`src/dlwuc_pkg.sv`:
```
// constants and types for the dual log wiper update control block
// Overview of operation
// - one position option setting serves both channels at all times
// - option one gives 64 positions, 1dB per step, position 63 is mute
// - option two gives 34 positions: 12 steps 1dB, 12 steps 2dB, 8 steps 3dB
// - option two treats position 33 as mute and the last valid position
// - an acknowledged wiper command opens a 50ms window to apply the change
// - with zero-crossing on, a wiper moves when its terminals are equal
// - at window expiry without zero-crossing, the wiper moves anyway
// - with zero-crossing off, the wiper moves right after the acknowledge
// - both channels watch terminal equality and update independently
// - a user setting selects windowed or immediate wiper updates
// - low three slave address bits come from three address pins
// - the serial bus is ignored while chip enable is deasserted
// - command top bits: 00 channel 0, 01 channel 1, 10 config, 11 nothing
// - wiper commands carry the new position in the low six bits
// - config bit 1 enables zero-crossing, bit 0 picks the position option
// - only address bytes with upper nibble 0101 plus pin bits respond
package dlwuc_pkg;

  // slave address
  localparam logic [3:0] ADDR_PREFIX = 4'h5;

  // command byte targets, top two bits
  localparam logic [1:0] TGT_CH0 = 2'h0;
  localparam logic [1:0] TGT_CH1 = 2'h1;
  localparam logic [1:0] TGT_CFG = 2'h2;
  localparam int CMD_TGT_HI = 7;
  localparam int CMD_TGT_LO = 6;
  localparam int CMD_POS_HI = 5;

  // configuration fields and reset value
  localparam int CFG_OPT_BIT = 0;
  localparam int CFG_ZC_BIT = 1;
  localparam int CFG_PERS_BIT = 2;
  localparam logic [7:0] CFG_RESET = 8'h87;

  // attenuation map
  localparam logic [5:0] MUTE_POS_OPT1 = 6'h3F;
  localparam logic [5:0] MUTE_POS_OPT2 = 6'h21;
  localparam logic [6:0] MUTE_DB = 7'h5A;
  localparam logic [5:0] SEG1_END = 6'h0C;
  localparam logic [5:0] SEG2_END = 6'h18;
  localparam logic [5:0] SEG3_END = 6'h20;
  localparam logic [6:0] SEG2_BASE_DB = 7'h0C;
  localparam logic [6:0] SEG3_BASE_DB = 7'h24;

  // serial framing
  localparam logic [3:0] BITS_PER_BYTE = 4'h8;
  // synchroniser reset: bus lines idle high, chip disabled
  localparam logic [5:0] SYNC_IDLE = 6'h23;
  localparam logic [2:0] ADDR_SYNC_RESET = 3'h0;

  // window timing
  localparam int WINDOW_MS = 50;
  localparam int CLK_HZ = 100_000_000;
  localparam int WINDOW_CYCLES = WINDOW_MS * (CLK_HZ / 1000);
  localparam int TMR_W = 23;

  // serial slave states
  typedef enum logic [2:0] {
    ST_IDLE = 3'b000,
    ST_ADDR = 3'b001,
    ST_ACK_ADDR = 3'b010,
    ST_CMD = 3'b011,
    ST_ACK_CMD = 3'b100,
    ST_IGNORE = 3'b101
  } dlwuc_state_e;

endpackage : dlwuc_pkg

```
`src/dlwuc_top.sv`:
```
// serial command decode, shared option setting and windowed wiper update timing
`timescale 1ns/10ps
module dlwuc_top #(
  parameter int WINDOW_CYCLES = dlwuc_pkg::WINDOW_CYCLES
) (
  // clock and reset
  input wire logic clk_in,
  input wire logic rst_in,
  // serial bus pins
  input wire logic scl_in,
  input wire logic sda_in,
  output logic sda_out,
  output logic sda_oe_out,
  input wire logic chip_enable_n_in,
  // address select pins
  input wire logic addr_select_bit0_in,
  input wire logic addr_select_bit1_in,
  input wire logic addr_select_bit2_in,
  // terminal equality comparators, one per channel
  input wire logic zero_cross_ch0_in,
  input wire logic zero_cross_ch1_in,
  // wiper positions and attenuation
  output logic [5:0] wiper_terminal_ch0_out,
  output logic [5:0] wiper_terminal_ch1_out,
  output logic [6:0] atten_db_ch0_out,
  output logic [6:0] atten_db_ch1_out,
  // status and configuration
  output logic [1:0] update_pending_out,
  output logic zero_cross_enable_out,
  output logic position_option_select_out,
  output logic setting_persistence_select_out
);

  // attenuation in dB for a position under the shared option
  function automatic logic [6:0] atten_db(input logic [5:0] pos, input logic opt2);
    logic [6:0] p;
    p = {1'b0, pos};
    if (!opt2) begin
      atten_db = (pos == dlwuc_pkg::MUTE_POS_OPT1) ? dlwuc_pkg::MUTE_DB : p;
    end else if (pos <= dlwuc_pkg::SEG1_END) begin
      atten_db = p;
    end else if (pos <= dlwuc_pkg::SEG2_END) begin
      atten_db = 7'((p - {1'b0, dlwuc_pkg::SEG1_END}) * 2) + dlwuc_pkg::SEG2_BASE_DB;
    end else if (pos <= dlwuc_pkg::SEG3_END) begin
      atten_db = 7'((p - {1'b0, dlwuc_pkg::SEG2_END}) * 3) + dlwuc_pkg::SEG3_BASE_DB;
    end else begin
      atten_db = dlwuc_pkg::MUTE_DB;
    end
  endfunction : atten_db

  // two-flop synchronisers for every pin, plus one history stage for edges
  logic [5:0] sync1_q;
  logic [5:0] sync2_q;
  logic scl_prev_q;
  logic sda_prev_q;
  always_ff @(posedge clk_in) begin
    if (rst_in) begin
      sync1_q <= dlwuc_pkg::SYNC_IDLE;
      sync2_q <= dlwuc_pkg::SYNC_IDLE;
      scl_prev_q <= 1'b1;
      sda_prev_q <= 1'b1;
    end else begin
      sync1_q <= {chip_enable_n_in, zero_cross_ch1_in, zero_cross_ch0_in, 1'b0, sda_in, scl_in};
      sync2_q <= sync1_q;
      scl_prev_q <= sync2_q[0];
      sda_prev_q <= sync2_q[1];
    end
  end

  // address straps are pins too, so they pass two flops before the compare
  logic [2:0] addr_sync1_q;
  logic [2:0] addr_sync2_q;
  always_ff @(posedge clk_in) begin
    if (rst_in) begin
      addr_sync1_q <= dlwuc_pkg::ADDR_SYNC_RESET;
      addr_sync2_q <= dlwuc_pkg::ADDR_SYNC_RESET;
    end else begin
      addr_sync1_q <= {addr_select_bit2_in, addr_select_bit1_in, addr_select_bit0_in};
      addr_sync2_q <= addr_sync1_q;
    end
  end

  // synchronised pin levels and bus events
  wire scl_s = sync2_q[0];
  wire sda_s = sync2_q[1];
  wire [1:0] zc_s = sync2_q[4:3];
  wire bus_on = ~sync2_q[5];
  wire scl_rise = scl_s & ~scl_prev_q;
  wire scl_fall = ~scl_s & scl_prev_q;
  wire start_ev = scl_s & scl_prev_q & sda_prev_q & ~sda_s;
  wire stop_ev = scl_s & scl_prev_q & ~sda_prev_q & sda_s;

  // serial slave registers
  dlwuc_pkg::dlwuc_state_e state_q;
  dlwuc_pkg::dlwuc_state_e state_d;
  logic [7:0] shift_q;
  logic [3:0] bit_cnt_q;
  logic [7:0] cfg_q;

  // address match: fixed prefix, pin bits, write only
  wire [2:0] pin_addr = addr_sync2_q;
  wire addr_hit = (shift_q[7:4] == dlwuc_pkg::ADDR_PREFIX)
                & (shift_q[3:1] == pin_addr)
                & ~shift_q[0];
  wire byte_full = (bit_cnt_q == dlwuc_pkg::BITS_PER_BYTE);
  wire in_shift = (state_q == dlwuc_pkg::ST_ADDR) || (state_q == dlwuc_pkg::ST_CMD);
  // command accepted once the acknowledge clock falls
  wire cmd_done = bus_on & scl_fall & (state_q == dlwuc_pkg::ST_ACK_CMD);
  wire [1:0] cmd_tgt = shift_q[dlwuc_pkg::CMD_TGT_HI:dlwuc_pkg::CMD_TGT_LO];
  wire [5:0] cmd_pos = shift_q[dlwuc_pkg::CMD_POS_HI:0];
  wire zc_en = cfg_q[dlwuc_pkg::CFG_ZC_BIT];
  wire opt2 = cfg_q[dlwuc_pkg::CFG_OPT_BIT];

  // next state of the serial slave
  always_comb begin
    state_d = state_q;
    if (!bus_on || stop_ev) begin
      state_d = dlwuc_pkg::ST_IDLE;
    end else if (start_ev) begin
      state_d = dlwuc_pkg::ST_ADDR;
    end else if (scl_fall) begin
      unique case (state_q)
        dlwuc_pkg::ST_ADDR: begin
          if (byte_full) begin
            state_d = addr_hit ? dlwuc_pkg::ST_ACK_ADDR : dlwuc_pkg::ST_IGNORE;
          end
        end
        dlwuc_pkg::ST_CMD: begin
          if (byte_full) begin
            state_d = dlwuc_pkg::ST_ACK_CMD;
          end
        end
        dlwuc_pkg::ST_ACK_ADDR: state_d = dlwuc_pkg::ST_CMD;
        dlwuc_pkg::ST_ACK_CMD: state_d = dlwuc_pkg::ST_CMD;
        dlwuc_pkg::ST_IDLE: state_d = dlwuc_pkg::ST_IDLE;
        dlwuc_pkg::ST_IGNORE: state_d = dlwuc_pkg::ST_IGNORE;
        default: state_d = dlwuc_pkg::ST_IDLE;
      endcase
    end
  end

  // slave state, bit count and shifter
  always_ff @(posedge clk_in) begin
    if (rst_in) begin
      state_q <= dlwuc_pkg::ST_IDLE;
      bit_cnt_q <= 4'h0;
      shift_q <= 8'h00;
    end else begin
      state_q <= state_d;
      if (start_ev || (scl_fall && !in_shift)) begin
        bit_cnt_q <= 4'h0;
      end else if (scl_rise && in_shift && !byte_full) begin
        shift_q <= {shift_q[6:0], sda_s};
        bit_cnt_q <= bit_cnt_q + 4'h1;
      end
    end
  end

  // shared configuration, one option for both channels
  always_ff @(posedge clk_in) begin
    if (rst_in) begin
      cfg_q <= dlwuc_pkg::CFG_RESET;
    end else if (cmd_done && cmd_tgt == dlwuc_pkg::TGT_CFG) begin
      cfg_q <= shift_q;
    end
  end

  // per-channel load request, reserved target does nothing
  wire [1:0] load_req = {cmd_done & (cmd_tgt == dlwuc_pkg::TGT_CH1),
                         cmd_done & (cmd_tgt == dlwuc_pkg::TGT_CH0)};

  // per-channel wiper, pending target and window timer
  logic [5:0] wiper_q [2];
  logic [5:0] target_q [2];
  logic [1:0] pending_q;
  logic [dlwuc_pkg::TMR_W-1:0] timer_q [2];
  logic [6:0] atten_q [2];
  localparam logic [dlwuc_pkg::TMR_W-1:0] WIN_LAST = dlwuc_pkg::TMR_W'(WINDOW_CYCLES - 1);

  // channels run independently; a new command restarts that channel's window
  always_ff @(posedge clk_in) begin
    for (int i = 0; i < 2; i++) begin
      if (rst_in) begin
        wiper_q[i] <= dlwuc_pkg::MUTE_POS_OPT1;
        target_q[i] <= 6'h00;
        pending_q[i] <= 1'b0;
        timer_q[i] <= '0;
      end else if (load_req[i]) begin
        target_q[i] <= cmd_pos;
        timer_q[i] <= WIN_LAST;
        pending_q[i] <= zc_en;
        if (!zc_en) begin
          wiper_q[i] <= cmd_pos;
        end
      end else if (pending_q[i]) begin
        if (zc_s[i] || timer_q[i] == '0) begin
          wiper_q[i] <= target_q[i];
          pending_q[i] <= 1'b0;
        end else begin
          timer_q[i] <= timer_q[i] - 1'b1;
        end
      end
    end
  end

  // registered attenuation follows the wiper and the shared option
  always_ff @(posedge clk_in) begin
    for (int i = 0; i < 2; i++) begin
      if (rst_in) begin
        atten_q[i] <= dlwuc_pkg::MUTE_DB;
      end else begin
        atten_q[i] <= atten_db(wiper_q[i], opt2);
      end
    end
  end

  // open-drain data: only ever pulls low, during acknowledge slots
  assign sda_out = 1'b0;
  assign sda_oe_out = (state_q == dlwuc_pkg::ST_ACK_ADDR) || (state_q == dlwuc_pkg::ST_ACK_CMD);

  // outputs
  assign wiper_terminal_ch0_out = wiper_q[0];
  assign wiper_terminal_ch1_out = wiper_q[1];
  assign atten_db_ch0_out = atten_q[0];
  assign atten_db_ch1_out = atten_q[1];
  assign update_pending_out = pending_q;
  assign zero_cross_enable_out = zc_en;
  assign position_option_select_out = opt2;
  assign setting_persistence_select_out = cfg_q[dlwuc_pkg::CFG_PERS_BIT];

endmodule : dlwuc_top

```
`config.mk`:
```
export PLATFORM = sky130hd
export DESIGN_NAME = dlwuc_top
export DESIGN_NICKNAME = d
export VERILOG_FILES = /design/src/dlwuc_pkg.sv /design/src/dlwuc_top.sv
export SDC_FILE = /design/constraint.sdc
export NUM_CORES = 1
export LEC_CHECK = 0
export ABC_AREA = 0
export BUFFER_PORTS_ARGS = -buffer_cell sky130_fd_sc_hd__buf_4
export CORE_MARGIN = 3
export CORE_UTILIZATION = 50
export CTS_CLUSTER_SIZE = 24
export DETAILED_ROUTE_END_ITERATION = 12
export PLACE_DENSITY = 0.7
export SYNTH_ARGS = -nofsm -noshare
export SYNTH_HDL_FRONTEND = slang
export SYNTH_SLANG_ARGS = --single-unit
```
`constraint.sdc`:
```
create_clock -name clk_in -period 2.93 [get_ports clk_in]
set_input_delay 0.1465 -clock clk_in [delete_from_list [all_inputs] [get_ports clk_in]]
set_output_delay 0.1465 -clock clk_in [all_outputs]
set_load 0.01 [all_outputs]
```
==> flow_results.org <==
** STA
- Headroom to the max-slew limit came out at around a quarter.
- The final-report max-slew violation count was 0.
- Setup repair after global routing left no endpoint under its margin.
- Fmax :: between 300 and 400 MHz
- Summed over all failing endpoints, the final setup total negative slack is 0 ns.
- Final setup vio count :: 0
- Final worst path period need :: 2.554 ns
- For the final database, setup skew stands at between 0.007 and 0.008 ns.
- On the final layout, the worst hold slack is 0.4157 ns.
- After layout, the worst path uses about 87% of the clock period.
- At the pin with the least slew margin, the transition time is 1.127 ns.
- Final-report hold violation count :: 0

** Logic synthesis
- Cell area after synthesis :: between 6000 and 7000 um2
- For this run, asynchronously set or reset flops after synthesis account for 0%.
- In the post-synthesis netlist, the biggest area contributors are edfxtp_1, dfxtp_1, ha_1.
- Synthesis produced a netlist with a net count of between 700 and 800.
- Mean instance size in the synthesized netlist :: about 10 um2
- For this run, the register share of the synthesized area comes to 46.23%.
- Summed over all instances, the cell type with the most area after synthesis is edfxtp_1.
- For this run, the leading register cell type out of synthesis is edfxtp_1.
- Counting flops with a built-in enable in the synthesized netlist gives 70.
- Cells after synthesis :: between 600 and 700
- Synthesis inferred ~120 register bits.
- The synthesized design devotes to its leading area cell type 30.92% of total area.
- Cell variety after synth :: 73
- For this run, the number of Yosys warnings is 0.

** CTS
- TritonCTS Buffers :: 17
- TritonCTS built the clock tree.
- Max clock buf depth :: 2
- For this design, the sink count on the clock tree is approximately 120.
- The H-tree was split into 4 levels.
- Number of buffers inserted by hold repair at cts :: 14
- After clock tree synthesis, the clock-pin slew on the worst setup and hold paths is 0.06 ns.
- Quantity of gates resized following cts :: 0
- Clock latency on the worst-skew pair, taken at its later pin, is 0.42 ns.
- Number of buffers added for setup after CTS :: 0
- CTS placed an instance of clkbuf_16 at the clock tree root.

** Worst setup path
- STA classifies the critical path startpoint as a register.
- Worst Setup Path Type :: register to register
- Required time of the critical path :: around 3.2 ns
- CP Capture Type :: register
- Reg-to-reg startpoint :: wiper_q[1][4]
- Critical Path AT :: approximately 2.8 ns
- Biggest fanout along the worst timing path :: 10
- The most critical setup path has its startpoint at wiper_q[1][4].

** Drt
- Pre-Repair DR Iteration Count :: 4
- Count of vias placed by the detailed router :: 4968
- Dividing the detail-routed wire length by the instance count gives between 15 and 20 um.
- After detailed routing, the number of vias per cell comes to ~5.5.
- Summed over all layers, the routed wires come to 13.58 mm.
- Drt drc :: 0
- Count of routing violations after the opening detailed-route iteration :: 288
- Antenna-violating nets left :: 0

** Cells and area
- Area growth from synthesis to layout :: 18.72%
- Leaving out fill and tap cells, the most frequent cell in the layout is edfxtp_1.
- In the layout the commonest cells are edfxtp_1, nor2_1, buf_4, dfxtp_1, inv_1.
- Fraction of layout instances using a drive strength above 1 :: 15.55%
- Antenna cell count :: 0
- Final-stage net count :: 776
- Counting the fill cells in the layout gives 1038.

** Global routing
- The initial antenna violation count was 0.
- Entering global routing, the biggest net connects 30 pins.
- Vias in the first global route :: ~5000
- In the global route stage, met3 resource usage came out at between 4 and 5%.
- In the global route stage, met2 resource usage came out at 31.71%.
- Global-route wire length before repair :: between 20 and 25 mm
- Gr ovfl total :: 0
- Aggregate global-route resource usage :: around 19%
- In the global route stage, met1 resource usage came out at 24.29%.
- Layer with the highest usage :: met2

** Floorplanning
- Number of placement rows :: slightly above 40
- For this configuration, the core starts out at a cell density of between 50% and 60%.
- Ports placed on the boundary :: between 40 and 50
- The die is 122.6 um tall.
- The floorplan step defined a die boundary enclosing approximately 15000 um2.
- DIE WIDTH :: ~120 um
- Core ar. :: 12980 um2

** Hold path
- The worst hold path belongs to the class register to register.
- Hold path startpoint :: sync1_q[0]

** Outcome
- Status :: completed

** Flow run
- Across the run, the number of max-cap violations was 0.

** Pwr
- Dividing total power by cell area gives a power density of between 500 and 600 nW/um2.
- Highest ir drop seen on vdd :: around 0.00045 V
- Summed over all cells, the static leakage comes to around 0.0032 uW.

** Place
- The HPWL after detailed placement is roughly 9.6 mm.
- Input and output buffers added on the ports amount to just over 40.
- At the end of routability-driven placement, the weighted congestion stood at 0.9121.
critical path, stage by stage (launching register included):
cell      delay, ns
edfxtp_1       0.54
ha_1           0.39
xor2_1         0.16
ha_1           0.32
ha_1           0.30
a21o_1         0.18
a21oi_1        0.15
xnor3_1        0.22
nor2_1         0.10
o31ai_1        0.07
registers in the layout, indices dropped and copies added, names as in the netlist:
signal	flops
timer_q	46
atten_q	14
target_q	12
wiper_q	12
shift_q	8
sync1_q	5
sync2_q	5
bit_cnt_q	4
addr_sync1_q	3
addr_sync2_q	3
cfg_q	3
state_q	3
update_pending_out	2
scl_prev_q	1
sda_prev_q	1
stage by stage:
stage / total power [uW] / util, % / cell area, um2 / instances / worst slack, ns
5_1_grt: 4275 / 62.19 / 8071 / 905 / 0.2255
3_5_place_dp: 2055 / 56.47 / 7330 / 859 / 0.3883
6_report: 4141 / 62.19 / 8071 / 905 / 0.3762
3_3_place_gp: 2051 / 56.47 / 7330 / 859 / 0.4405
2_1_floorplan: 2011 / - / 6804 / 658 / 0.3546
4_1_cts: 4172 / 62.19 / 8071 / 905 / 0.3699
logic make-up after synthesis:
kind of cell | count (synthesis) | share of synthesized area [%]
XOR/XNOR | 60 | 8.134
flip-flops | 122 | 46.23
AO/OA/AOI/OAI | 117 | 11.41
multiplexers | 14 | 2.061
adder cells (fa/ha/maj) | 46 | 8.686
AND/OR/NAND/NOR | 223 | 18.95
buffers and inverters | 75 | 4.472
other | 1 | 0.05516
power by group:
| part | switching [uW] | total, uW | internal (uW) |
|---|---|---|---|
| clock network | 730 | 2100 | 1370 |
| registers | 32.1 | 1880 | 1850 |
| logic | 84.3 | 155 | 71.1 |
| total | 846 | 4140 | 3290 |
cells in the mapped netlist (3+ instances only):
cell type and count:
nand4_1 4, dfxtp_1 52, xnor2_1 38, o22ai_1 4
a21o_1 7, mux2i_1 14, o21ai_1 13, nor4_2 5
nor3b_1 4, nand3_1 8, o22a_1 12, nor2b_1 16
or3_1 5, nor2_1 60, buf_2 8, nor3_2 3
o221ai_1 5, nand2b_1 9, a211oi_1 3, ha_1 44
o31ai_1 6, nand2_1 28, or2_1 3, edfxtp_1 70
inv_1 49, or2_2 8, nor2_2 3, o211ai_1 10
o21ai_0 10, nor3_1 15, a21oi_1 31, xor2_1 20
clkbuf_1 13, and2_1 18, nor4_1 5, or4_1 6
worst paths after layout:
check	endpoint	slack, ns	cells after the start
hold / removal	sync2_q[0]	0.42	1
setup reg to reg	atten_q[1][6]	0.38	9
setup / recovery	atten_q[1][6]	0.38	9
hold reg to reg	sync2_q[0]	0.42	1
cell type report:
| type | count | area (um2) | share of cell area (%) |
|---|---|---|---|
| well taps | 172 | 215.2 | 2.666 |
| multi-input cells | 461 | 3366 | 41.70 |
| clock buffers | 20 | 456.7 | 5.658 |
| inverters | 50 | 187.7 | 2.325 |
| repair buffers | 68 | 558.0 | 6.914 |
| flip-flops and latches | 122 | 3143 | 38.94 |
| clock inverters | 12 | 145.1 | 1.798 |
layer usage:
layer | part of all wire, % | vias up
met1 | 45 | 2371
li1 | - | 2461
met5 | 0 | -
met2 | 48 | 113
met3 | 5.0 | 23
met4 | 1.8 | 0
Power figures use the tool's default switching activity.
